--- src/asis_pkg.sv ---
/*
  constants, field positions and carrier types for the asynchronous serial
  interrupt status block. assumes one 125 MHz core clock and an APB master
  with 32-bit data; register indices are word indices.
*/
`default_nettype none
package asis_pkg;
  // word indices; byte address is four times the index
  localparam logic [7:0] RX_STATUS_IDX = 8'h3a; // read: status, write: mask
  localparam logic [7:0] TX_STATUS_IDX = 8'h3b; // read: status, write: mask
  localparam logic [7:0] CONFIG_IDX    = 8'h30; // mode and flow characters
  localparam logic [7:0] CHARCFG_IDX   = 8'h31; // termination char, level
  localparam logic [7:0] LINE_IDX      = 8'h32; // line levels, read only
  localparam int         PADDR_W       = 10;
  localparam logic [PADDR_W-1:0] RX_STATUS_ADDR = {RX_STATUS_IDX, 2'b00};
  localparam logic [PADDR_W-1:0] TX_STATUS_ADDR = {TX_STATUS_IDX, 2'b00};
  localparam logic [PADDR_W-1:0] CONFIG_ADDR    = {CONFIG_IDX, 2'b00};
  localparam logic [PADDR_W-1:0] CHARCFG_ADDR   = {CHARCFG_IDX, 2'b00};
  localparam logic [PADDR_W-1:0] LINE_ADDR      = {LINE_IDX, 2'b00};

  // reset values
  localparam logic [7:0]  STATUS_RST  = 8'h00;
  localparam logic [7:0]  MASK_RST    = 8'hff;
  localparam logic [31:0] CONFIG_RST  = 32'h0000_0a00;
  localparam logic [31:0] CHARCFG_RST = 32'h0000_2000;

  // receive status bit positions
  localparam int RX_TERM = 7;
  localparam int RX_TOUT = 6;
  localparam int RX_PARITY_ERROR_FLAG = 5;
  localparam int RX_FRAMING_ERROR_FLAG = 4;
  localparam int RX_PLL  = 3;
  localparam int RX_CD   = 2;
  localparam int RX_OVF  = 1;
  localparam int RX_POOL = 0;
  // line/transmit status bit positions
  localparam int TX_BRK  = 7;
  localparam int TX_BRKE = 6;
  localparam int TX_ALL_SENT = 5;
  localparam int TX_STOP = 4;
  localparam int TX_TMR  = 3;
  localparam int TX_CTS  = 2;
  localparam int TX_RES  = 1;
  localparam int TX_POOL = 0;

  // config register fields
  localparam int CFG_VIS     = 0;
  localparam int CFG_PAR_EN  = 1;
  localparam int CFG_SBYTE   = 2;
  localparam int CFG_IRQMODE = 3;
  localparam int CFG_DPLL    = 4;
  localparam int CFG_TXDPLL  = 5;
  localparam int CFG_FLEN_LO = 8;  // frame length in bits, 4 bits wide
  localparam int CFG_STOP_LO = 16; // stop character
  localparam int CFG_RES_LO  = 24; // resume character
  // character config fields
  localparam int CC_TERM_LO  = 0;  // termination character
  localparam int CC_THR_LO   = 8;  // receive threshold, 6 bits
  localparam int CC_TERM_EN  = 16;

  // timeout is this many character frames
  localparam int TIMEOUT_FRAMES = 4;

  typedef struct packed {
    logic       char_valid;      // one-cycle pulse per received character
    logic [7:0] char_data;
    logic       parity_bad;      // qualifies char_valid
    logic       stop_zero;       // qualifies char_valid
    logic       fifo_full;       // level
    logic [5:0] fifo_level;      // level, entries incl. status bytes
    logic       frame_read_done; // pulse
    logic       pll_lost;        // level
  } asis_rx_evt_t;

  typedef struct packed {
    logic fifo_empty;    // level
    logic shift_idle;    // level
    logic timer_expired; // pulse
    logic pool_ready;    // pulse: room for a 32-byte block
  } asis_tx_evt_t;

  typedef struct packed {
    logic term; // vector for termination output
    logic receive_pool_full;  // vector for receive pool full output
    logic transmit_pool_ready;  // vector for transmit pool ready output
  } asis_vec_ack_t;

  typedef struct packed {
    logic valid;
    logic parity_err;
    logic framing_err;
  } asis_fifo_stat_t;
endpackage : asis_pkg
`default_nettype wire

--- src/asis_top.sv ---
/*
  interrupt status registers of one asynchronous serial channel, with
  their masks, the event detectors that feed them and an APB slave.
  assumes receiver, fifo and timer logic on the same clock deliver the
  event structs, and that bit_tick_i is a one-cycle pulse per bit time.
*/
`timescale 1ns/1ps
`default_nettype none
module asis_top (
  input  wire logic                     clk_i,
  input  wire logic                     rstn_i,
  input  wire logic                     psel_i,
  input  wire logic                     penable_i,
  input  wire logic                     pwrite_i,
  input  wire logic [asis_pkg::PADDR_W-1:0] paddr_i,
  input  wire logic [31:0]              pwdata_i,
  input  wire logic [3:0]               pstrb_i,
  output logic [31:0]                   prdata_o,
  output logic                          pready_o,
  output logic                          pslverr_o,
  input  wire logic                     bit_tick_i,
  input  wire logic                     rxd_i,
  input  wire logic                     cd_i,
  input  wire logic                     cts_i,
  input  wire asis_pkg::asis_rx_evt_t   rx_evt_i,
  input  wire asis_pkg::asis_tx_evt_t   tx_evt_i,
  input  wire asis_pkg::asis_vec_ack_t  vec_ack_i,
  output asis_pkg::asis_fifo_stat_t     fifo_stat_o,
  output logic                          rx_disable_o,
  output logic                          tx_halt_o,
  output logic [1:0]                    global_status_o,
  output logic                          irq_o
);
  import asis_pkg::*;

  // register state
  logic [7:0]  rx_stat_reg, rx_stat_next;
  logic [7:0]  tx_stat_reg, tx_stat_next;
  logic [7:0]  rx_mask_reg, rx_mask_next;
  logic [7:0]  tx_mask_reg, tx_mask_next;
  logic [31:0] cfg_reg,     cfg_next;
  logic [31:0] ccfg_reg,    ccfg_next;
  logic [31:0] rdata_reg,   rdata_next;
  logic        err_reg,     err_next;
  // line synchronisers and edge history
  logic [2:0]  sync1_reg, sync2_reg, prev_reg;
  // detectors
  logic [5:0]  tout_cnt_reg, tout_cnt_next;
  logic        tout_arm_reg, tout_arm_next;
  logic [3:0]  brk_cnt_reg,  brk_cnt_next;
  logic        in_brk_reg,   in_brk_next;
  logic        pll_prev_reg, all_sent_prev_reg;
  logic [5:0]  lvl_prev_reg;
  asis_fifo_stat_t fstat_reg, fstat_next;

  // decoded fields and strobes
  logic        masked_status_visible, par_en, sbyte_en, irq_mode, dpll, tx_dpll, term_en;
  logic [3:0]  flen;
  logic [7:0]  stop_ch, res_ch, term_ch;
  logic [5:0]  thr;
  logic        rxd_s, cd_s, cts_s;
  logic        setup, access_rd, access_wr;
  logic        rd_rx, rd_tx;
  logic [7:0]  rx_set, tx_set, rx_vis, tx_vis;
  logic        all_sent_now, brk_hit;

  assign masked_status_visible      = cfg_reg[CFG_VIS];
  assign par_en   = cfg_reg[CFG_PAR_EN];
  assign sbyte_en = cfg_reg[CFG_SBYTE];
  assign irq_mode = cfg_reg[CFG_IRQMODE];
  assign dpll     = cfg_reg[CFG_DPLL];
  assign tx_dpll  = cfg_reg[CFG_TXDPLL];
  assign flen     = cfg_reg[CFG_FLEN_LO +: 4];
  assign stop_ch  = cfg_reg[CFG_STOP_LO +: 8];
  assign res_ch   = cfg_reg[CFG_RES_LO +: 8];
  assign term_ch  = ccfg_reg[CC_TERM_LO +: 8];
  assign thr      = ccfg_reg[CC_THR_LO +: 6];
  assign term_en  = ccfg_reg[CC_TERM_EN];
  assign rxd_s    = sync2_reg[0];
  assign cd_s     = sync2_reg[1];
  assign cts_s    = sync2_reg[2];

  // apb phase decode; slave is always ready
  assign setup     = psel_i & ~penable_i;
  assign access_rd = psel_i & penable_i & ~pwrite_i;
  assign access_wr = psel_i & penable_i & pwrite_i;
  assign rd_rx     = access_rd & (paddr_i == RX_STATUS_ADDR);
  assign rd_tx     = access_rd & (paddr_i == TX_STATUS_ADDR);
  assign pready_o  = 1'b1;

  // pins cross in through two flip-flops, reset to the idle high level
  // so that no false change flag follows reset
  always_ff @(posedge clk_i or negedge rstn_i) begin
    if (!rstn_i) begin
      sync1_reg <= 3'h7;
      sync2_reg <= 3'h7;
      prev_reg  <= 3'h7;
    end else begin
      sync1_reg <= {cts_i, cd_i, rxd_i};
      sync2_reg <= sync1_reg;
      prev_reg  <= sync2_reg;
    end
  end

  // break and timeout counters, counted in bit ticks
  always_comb begin
    tout_cnt_next = tout_cnt_reg;
    tout_arm_next = tout_arm_reg;
    brk_cnt_next  = brk_cnt_reg;
    in_brk_next   = in_brk_reg;
    brk_hit       = 1'b0;
    if (rx_evt_i.char_valid) begin
      tout_arm_next = 1'b1;
      tout_cnt_next = 6'h00;
    end else if (tout_arm_reg && bit_tick_i) begin
      if (tout_cnt_reg == 6'(TIMEOUT_FRAMES * flen) - 6'h01) begin
        tout_arm_next = 1'b0;
      end
      tout_cnt_next = tout_cnt_reg + 6'h01;
    end
    // low line for data, parity and stop bits
    if (rxd_s) begin
      brk_cnt_next = 4'h0;
      in_brk_next  = 1'b0;
    end else if (bit_tick_i && !in_brk_reg) begin
      if (brk_cnt_reg == flen - 4'h2) begin
        brk_hit     = 1'b1;
        in_brk_next = 1'b1;
      end
      brk_cnt_next = brk_cnt_reg + 4'h1;
    end
  end

  always_ff @(posedge clk_i or negedge rstn_i) begin
    if (!rstn_i) begin
      tout_cnt_reg <= 6'h00;
      tout_arm_reg <= 1'b0;
      brk_cnt_reg  <= 4'h0;
      in_brk_reg   <= 1'b0;
    end else begin
      tout_cnt_reg <= tout_cnt_next;
      tout_arm_reg <= tout_arm_next;
      brk_cnt_reg  <= brk_cnt_next;
      in_brk_reg   <= in_brk_next;
    end
  end

  // level history for edge detection
  always_ff @(posedge clk_i or negedge rstn_i) begin
    if (!rstn_i) begin
      pll_prev_reg  <= 1'b0;
      all_sent_prev_reg <= 1'b1;
      lvl_prev_reg  <= 6'h00;
    end else begin
      pll_prev_reg  <= rx_evt_i.pll_lost;
      all_sent_prev_reg <= all_sent_now;
      lvl_prev_reg  <= rx_evt_i.fifo_level;
    end
  end

  assign all_sent_now = tx_evt_i.fifo_empty & tx_evt_i.shift_idle;

  // event set terms
  always_comb begin
    rx_set = 8'h00;
    tx_set = 8'h00;
    // termination character or frame read done
    rx_set[RX_TERM] = rx_evt_i.frame_read_done |
                      (rx_evt_i.char_valid & term_en &
                       (rx_evt_i.char_data == term_ch));
    rx_set[RX_TOUT] = tout_arm_reg & bit_tick_i & ~rx_mask_reg[RX_TOUT] &
                      ~rx_evt_i.char_valid &
                      (tout_cnt_reg == 6'(TIMEOUT_FRAMES * flen) - 6'h01);
    rx_set[RX_PARITY_ERROR_FLAG] = rx_evt_i.char_valid & par_en & rx_evt_i.parity_bad;
    rx_set[RX_FRAMING_ERROR_FLAG] = rx_evt_i.char_valid & rx_evt_i.stop_zero;
    // rising loss of lock in coded dpll mode
    rx_set[RX_PLL]  = dpll & rx_evt_i.pll_lost & ~pll_prev_reg;
    rx_set[RX_CD]   = cd_s ^ prev_reg[1];
    rx_set[RX_OVF]  = rx_evt_i.char_valid & rx_evt_i.fifo_full;
    rx_set[RX_POOL] = irq_mode & (rx_evt_i.fifo_level >= thr) &
                      (lvl_prev_reg < thr);
    tx_set[TX_BRK]  = brk_hit;
    tx_set[TX_BRKE] = in_brk_reg & rxd_s;
    tx_set[TX_ALL_SENT] = all_sent_now & ~all_sent_prev_reg;
    tx_set[TX_STOP] = rx_evt_i.char_valid & (rx_evt_i.char_data == stop_ch);
    tx_set[TX_TMR]  = tx_evt_i.timer_expired;
    tx_set[TX_CTS]  = cts_s ^ prev_reg[2];
    tx_set[TX_RES]  = rx_evt_i.char_valid & (rx_evt_i.char_data == res_ch);
    tx_set[TX_POOL] = tx_evt_i.pool_ready;
  end

  // status flags; a set in the clearing cycle wins
  always_comb begin
    rx_stat_next = rx_stat_reg;
    tx_stat_next = tx_stat_reg;
    if (rd_rx) begin
      rx_stat_next = 8'h00;
    end
    // vector output clears termination and pool full
    if (vec_ack_i.term) begin
      rx_stat_next[RX_TERM] = 1'b0;
    end
    if (vec_ack_i.receive_pool_full) begin
      rx_stat_next[RX_POOL] = 1'b0;
    end
    if (rd_tx) begin
      tx_stat_next = 8'h00;
    end
    // vector output clears transmit pool ready
    if (vec_ack_i.transmit_pool_ready) begin
      tx_stat_next[TX_POOL] = 1'b0;
    end
    rx_stat_next = rx_stat_next | rx_set;
    tx_stat_next = tx_stat_next | tx_set;
  end

  // status resets to zero, masks to ones
  always_ff @(posedge clk_i or negedge rstn_i) begin
    if (!rstn_i) begin
      rx_stat_reg <= STATUS_RST;
      tx_stat_reg <= STATUS_RST;
    end else begin
      rx_stat_reg <= rx_stat_next;
      tx_stat_reg <= tx_stat_next;
    end
  end

  // masked flags shown only with visibility set
  assign rx_vis = rx_stat_reg & (~rx_mask_reg | {8{masked_status_visible}});
  assign tx_vis = tx_stat_reg & (~tx_mask_reg | {8{masked_status_visible}});

  // writable registers, byte lanes honoured
  always_comb begin
    rx_mask_next = rx_mask_reg;
    tx_mask_next = tx_mask_reg;
    cfg_next     = cfg_reg;
    ccfg_next    = ccfg_reg;
    if (access_wr) begin
      unique case (paddr_i)
        RX_STATUS_ADDR: begin
          if (pstrb_i[0]) rx_mask_next = pwdata_i[7:0];
        end
        TX_STATUS_ADDR: begin
          if (pstrb_i[0]) tx_mask_next = pwdata_i[7:0];
        end
        CONFIG_ADDR: begin
          for (int b = 0; b < 4; b++) begin
            if (pstrb_i[b]) cfg_next[8*b +: 8] = pwdata_i[8*b +: 8];
          end
        end
        CHARCFG_ADDR: begin
          for (int b = 0; b < 4; b++) begin
            if (pstrb_i[b]) ccfg_next[8*b +: 8] = pwdata_i[8*b +: 8];
          end
        end
        default: begin
        end
      endcase
    end
  end

  always_ff @(posedge clk_i or negedge rstn_i) begin
    if (!rstn_i) begin
      rx_mask_reg <= MASK_RST;
      tx_mask_reg <= MASK_RST;
      cfg_reg     <= CONFIG_RST;
      ccfg_reg    <= CHARCFG_RST;
    end else begin
      rx_mask_reg <= rx_mask_next;
      tx_mask_reg <= tx_mask_next;
      cfg_reg     <= cfg_next;
      ccfg_reg    <= ccfg_next;
    end
  end

  // read data and error captured in the setup phase
  always_comb begin
    rdata_next = rdata_reg;
    err_next   = err_reg;
    if (setup) begin
      rdata_next = 32'h0000_0000;
      err_next   = 1'b0;
      unique case (paddr_i)
        RX_STATUS_ADDR: rdata_next[7:0] = pwrite_i ? 8'h00 : rx_vis;
        TX_STATUS_ADDR: rdata_next[7:0] = pwrite_i ? 8'h00 : tx_vis;
        CONFIG_ADDR:    rdata_next      = cfg_reg;
        CHARCFG_ADDR:   rdata_next      = ccfg_reg;
        // carrier level, clear to send level, break state
        LINE_ADDR:      rdata_next[2:0] = {in_brk_reg, cts_s, cd_s};
        default:        err_next        = 1'b1;
      endcase
    end
  end

  always_ff @(posedge clk_i or negedge rstn_i) begin
    if (!rstn_i) begin
      rdata_reg <= 32'h0000_0000;
      err_reg   <= 1'b0;
    end else begin
      rdata_reg <= rdata_next;
      err_reg   <= err_next;
    end
  end

  assign prdata_o  = rdata_reg;
  assign pslverr_o = err_reg & psel_i & penable_i;

  // fifo status byte for the received character
  always_comb begin
    fstat_next = '0;
    // errors stored when status byte enabled
    if (rx_evt_i.char_valid && sbyte_en) begin
      fstat_next.valid       = 1'b1;
      fstat_next.parity_err  = par_en & rx_evt_i.parity_bad;
      fstat_next.framing_err = rx_evt_i.stop_zero;
    end
  end

  always_ff @(posedge clk_i or negedge rstn_i) begin
    if (!rstn_i) begin
      fstat_reg <= '0;
    end else begin
      fstat_reg <= fstat_next;
    end
  end

  assign fifo_stat_o = fstat_reg;

  // idle reception and halt dpll-clocked transmit while unlocked
  assign rx_disable_o = dpll & rx_evt_i.pll_lost;
  assign tx_halt_o    = dpll & tx_dpll & rx_evt_i.pll_lost;

  // only unmasked flags reach interrupt and global status
  assign global_status_o = {|(tx_stat_reg & ~tx_mask_reg),
                            |(rx_stat_reg & ~rx_mask_reg)};
  assign irq_o = |global_status_o;
endmodule : asis_top
`default_nettype wire

--- config.mk ---
export PLATFORM = sky130hd
export DESIGN_NAME = asis_top
export DESIGN_NICKNAME = d
export VERILOG_FILES = /design/src/asis_pkg.sv /design/src/asis_top.sv
export SDC_FILE = /design/constraint.sdc
export NUM_CORES = 1
export LEC_CHECK = 0
export ABC_AREA = 1
export BUFFER_PORTS_ARGS = -buffer_cell sky130_fd_sc_hd__buf_2
export CORE_UTILIZATION = 44
export CTS_CLUSTER_DIAMETER = 40
export DETAILED_ROUTE_END_ITERATION = 7
export SYNTH_ARGS = -nofsm -noshare
export SYNTH_HDL_FRONTEND = slang
export SYNTH_SLANG_ARGS = --single-unit
--- constraint.sdc ---
create_clock -name clk_i -period 1.8 [get_ports clk_i]
set_clock_uncertainty 0.1 [all_clocks]
set_input_delay 0.18 -clock clk_i [delete_from_list [all_inputs] [get_ports clk_i]]
set_output_delay 0.18 -clock clk_i [all_outputs]
set_load 0.005 [all_outputs]
==> results.yml <==
grt:
  grt_overflow: 0
  grt_pass1_vias: 6646
  grt_pass1_wl_mm: 34.1
  antenna_found_initial: 0
  gr-usage-all-layers_pct: 24.6
  grt_max_degree: 50
timing:
  slew_violations: 0
  rsz0062_at_grt: "true"
  min_period_over_period_pct: 108
  fin_crit_ps: 1940
  hold_viol: 0
  holdWs_ps: 9.45
  setup_slack_ps: -140
  max_freq_ghz: 0.515
  setup_viol: 1
finish:
  mostFrequentLayoutCells: "nand2_1, dfrtp_1, buf_2, inv_1, nor2_1"
  diodes: 0
  multi_input_area_um2: 3340
  area_growth_pct: 27.0
  final-seq-area_um2: 4040
  drive_above_1_share_pct: 22.8
  fill_cells: 1609
  instances_no_fill: 1412
  mostFrequentLayoutCell: "nand2_1"
  stdcell_area_um2: 10100
  nets: 1272
status:
  status: "complete, but fails checks"
  violations: "negative setup slack"
synth:
  synth_edf_count: 0
  synthCells: 983
  ys_seq_area_share_pct: 50.7
  synth-seq-cells: 160
  synthArstFlopShare_pct: 100
  synthesis.nets: 1081
  synth.distinct_cells: 38
  ys.flop_type: "dfrtp_1"
  ys_warn_count: 0
  synth_area_per_cell_um2: 8.10
  synth_area_um2: 7960
place:
  dpl.hpwl_mm: 15.5
  post-place-cells: 1326
  portBuffers: 122
  place.gp.congestion: 0.840
  placed_cell_area_um2: 8910
worst_setup_path:
  critPathSlowestCell: "dfstp_2"
  crit_fanout: 3
  required_ps: 1520
  critPathKind: "register to output pin"
  crit_arrival_ps: 1660
  crit_chain: "o22ai_2 > nor2_2 > nand3_2 > or2_4 > buf_6"
  worstSetupStartpointType: "register"
  cpPeakStageDelay_ps: 560
  endpoint_kind: "output pin"
flow_run:
  maxCapViolCount: 0
clock_network:
  clk_latency_ps: 440
  clock-sinks: 160
  htreeDepth: 4
  clk_pin_slew_ps: 60
  cts_buffers: 17
  cts_tree: "yes"
  root_buffer: "clkbuf_16"
  clockBufferDepth: 2
die:
  row_count: 48
  chipWidth_um: 137
  io_pins: 124
  dieHeight_um: 137
  core_um2: 17500
  die_area_um2: 18600
  start_util_pct: 45.6
power_and_ir_drop:
  irDropWorstVdd_mv: 0.728
  finalPower_mw: 7.98
  p_sw_mw: 1.87
  swShare_pct: 23.4
  pwr-share-comb_pct: 7.3
  leakagePower_nw: 5.30
  p_int_mw: 6.11
  power_density_nw_per_um2: 789
  p_seq_share_pct: 46.1
  clkPwrFrac_pct: 46.6
routing:
  drt_iter0_markers: 420
  ant_nets: 0
  firstDrtPassIters: 5
  via_per_inst: 4.88
  vias: 6894
  wirelength_mm: 21.2
  drc: 0
  drt-wirelength-per-cell_um: 15.0
hold_path:
  hp-class: "input pin to register"
-- logic make-up (layout without fill, tap and decap cells) --
logic type | Yosys count | after routing | synth area share (%)
flops | 160 | 160 | 50.7
compound gates | 164 | 164 | 11.8
xor+xnor | 18 | 18 | 1.98
other cells | 1 | 1 | 0.0471
fa+ha+maj | 16 | 16 | 2.51
simple gates | 476 | 476 | 24.9
buf+inv | 148 | 352 | 8.08
-- timing repair --
action / 4_1_cts / 5_1_grt
buffers inserted: 1 / 4
gates resized for setup: 3 / 16
hold endpoints to repair: 209 / 0
pin swaps: 2 / 12
endpoints found under the setup margin: 1 / 6
hold buffers: 49 / 0
-- worst max-delay path, delay by kind of cell, from the launching register on --
family	cells	cell delay [ps]
AOI/OAI and AO/OA	1	80
buffers and inverters	1	110
DFF	1	560
and+or+nand+nor	3	480
-- through the flow --
stage,utilization (%),setup TNS (ps),setup slack [ps]
2_1_floorplan,-,0,205
3_3_place_gp,51.0,0,114
3_5_place_dp,51.0,0,102
4_1_cts,57.3,-180,-180
5_1_grt,57.9,-198,-198
6_report,57.9,-140,-140
-- worst paths after layout --
kind,start,to,slack [ps],depth (start not counted)
max in group asynchronous,rstn_i,cfg_reg[11],820,3
hold reg to reg,sync1_reg[1],sync2_reg[1],250,0
setup / recovery,tx_mask_reg[1],irq_o,-140,5
min in group asynchronous,rstn_i,brk_cnt_reg[3],140,2
setup reg to reg,ccfg_reg[13],rx_stat_reg[0],130,7
hold / removal,pwdata_i[2],cfg_reg[2],9,3
-- routing by layer --
layer | up-vias | global-route usage, % | part of all wire [%]
li1 | 3474 | - | -
met1 | 3250 | 33.3 | 47
met2 | 149 | 40.3 | 48
met3 | 21 | 3.89 | 3.8
met4 | 0 | 8.27 | 1.7
met5 | - | 0 | 0
-- cells in the mapped netlist, types with 2 or more instances --
library cell	instances	area share, %
nand2_2	6	0.47
nor3_1	2	0.13
nor2_1	64	3.0
buf_2	5	0.31
o21ai_1	39	2.5
buf_1	2	0.094
o21ai_2	24	2.6
a21oi_1	26	1.6
nand4_1	7	0.55
or2_2	2	0.16
o22ai_1	10	0.79
inv_1	119	5.6
nand3_1	37	2.3
xnor2_1	13	1.4
xor2_1	5	0.55
dfrtp_1	132	41
nand2_4	6	0.85
nor2_4	6	0.85
dfstp_2	28	9.2
buf_6	9	1.3
clkbuf_1	7	0.33
ha_1	16	2.5
buf_4	3	0.28
o21ai_0	59	3.7
nand2_1	343	16
-- power by group through the flow --
stage / registers [mW] / logic, mW / clock network, mW
global placement: 3.74 / 0.495 / 0
finish: 3.68 / 0.579 / 3.72
global route: 3.68 / 0.651 / 3.91
CTS: 3.68 / 0.583 / 3.77
floorplan: 3.73 / 0.210 / 0
detailed placement: 3.74 / 0.499 / 0
-- layout make-up --
type,instances,share of cell area [%]
clock inverters,13,1.61
flip-flops and latches,160,39.9
repair buffers,198,13.6
inverters,122,4.58
clock buffers,19,4.38
well taps,225,2.78
multi-input cells,675,33.1
Note: power is estimated with default switching activity, not from simulation.
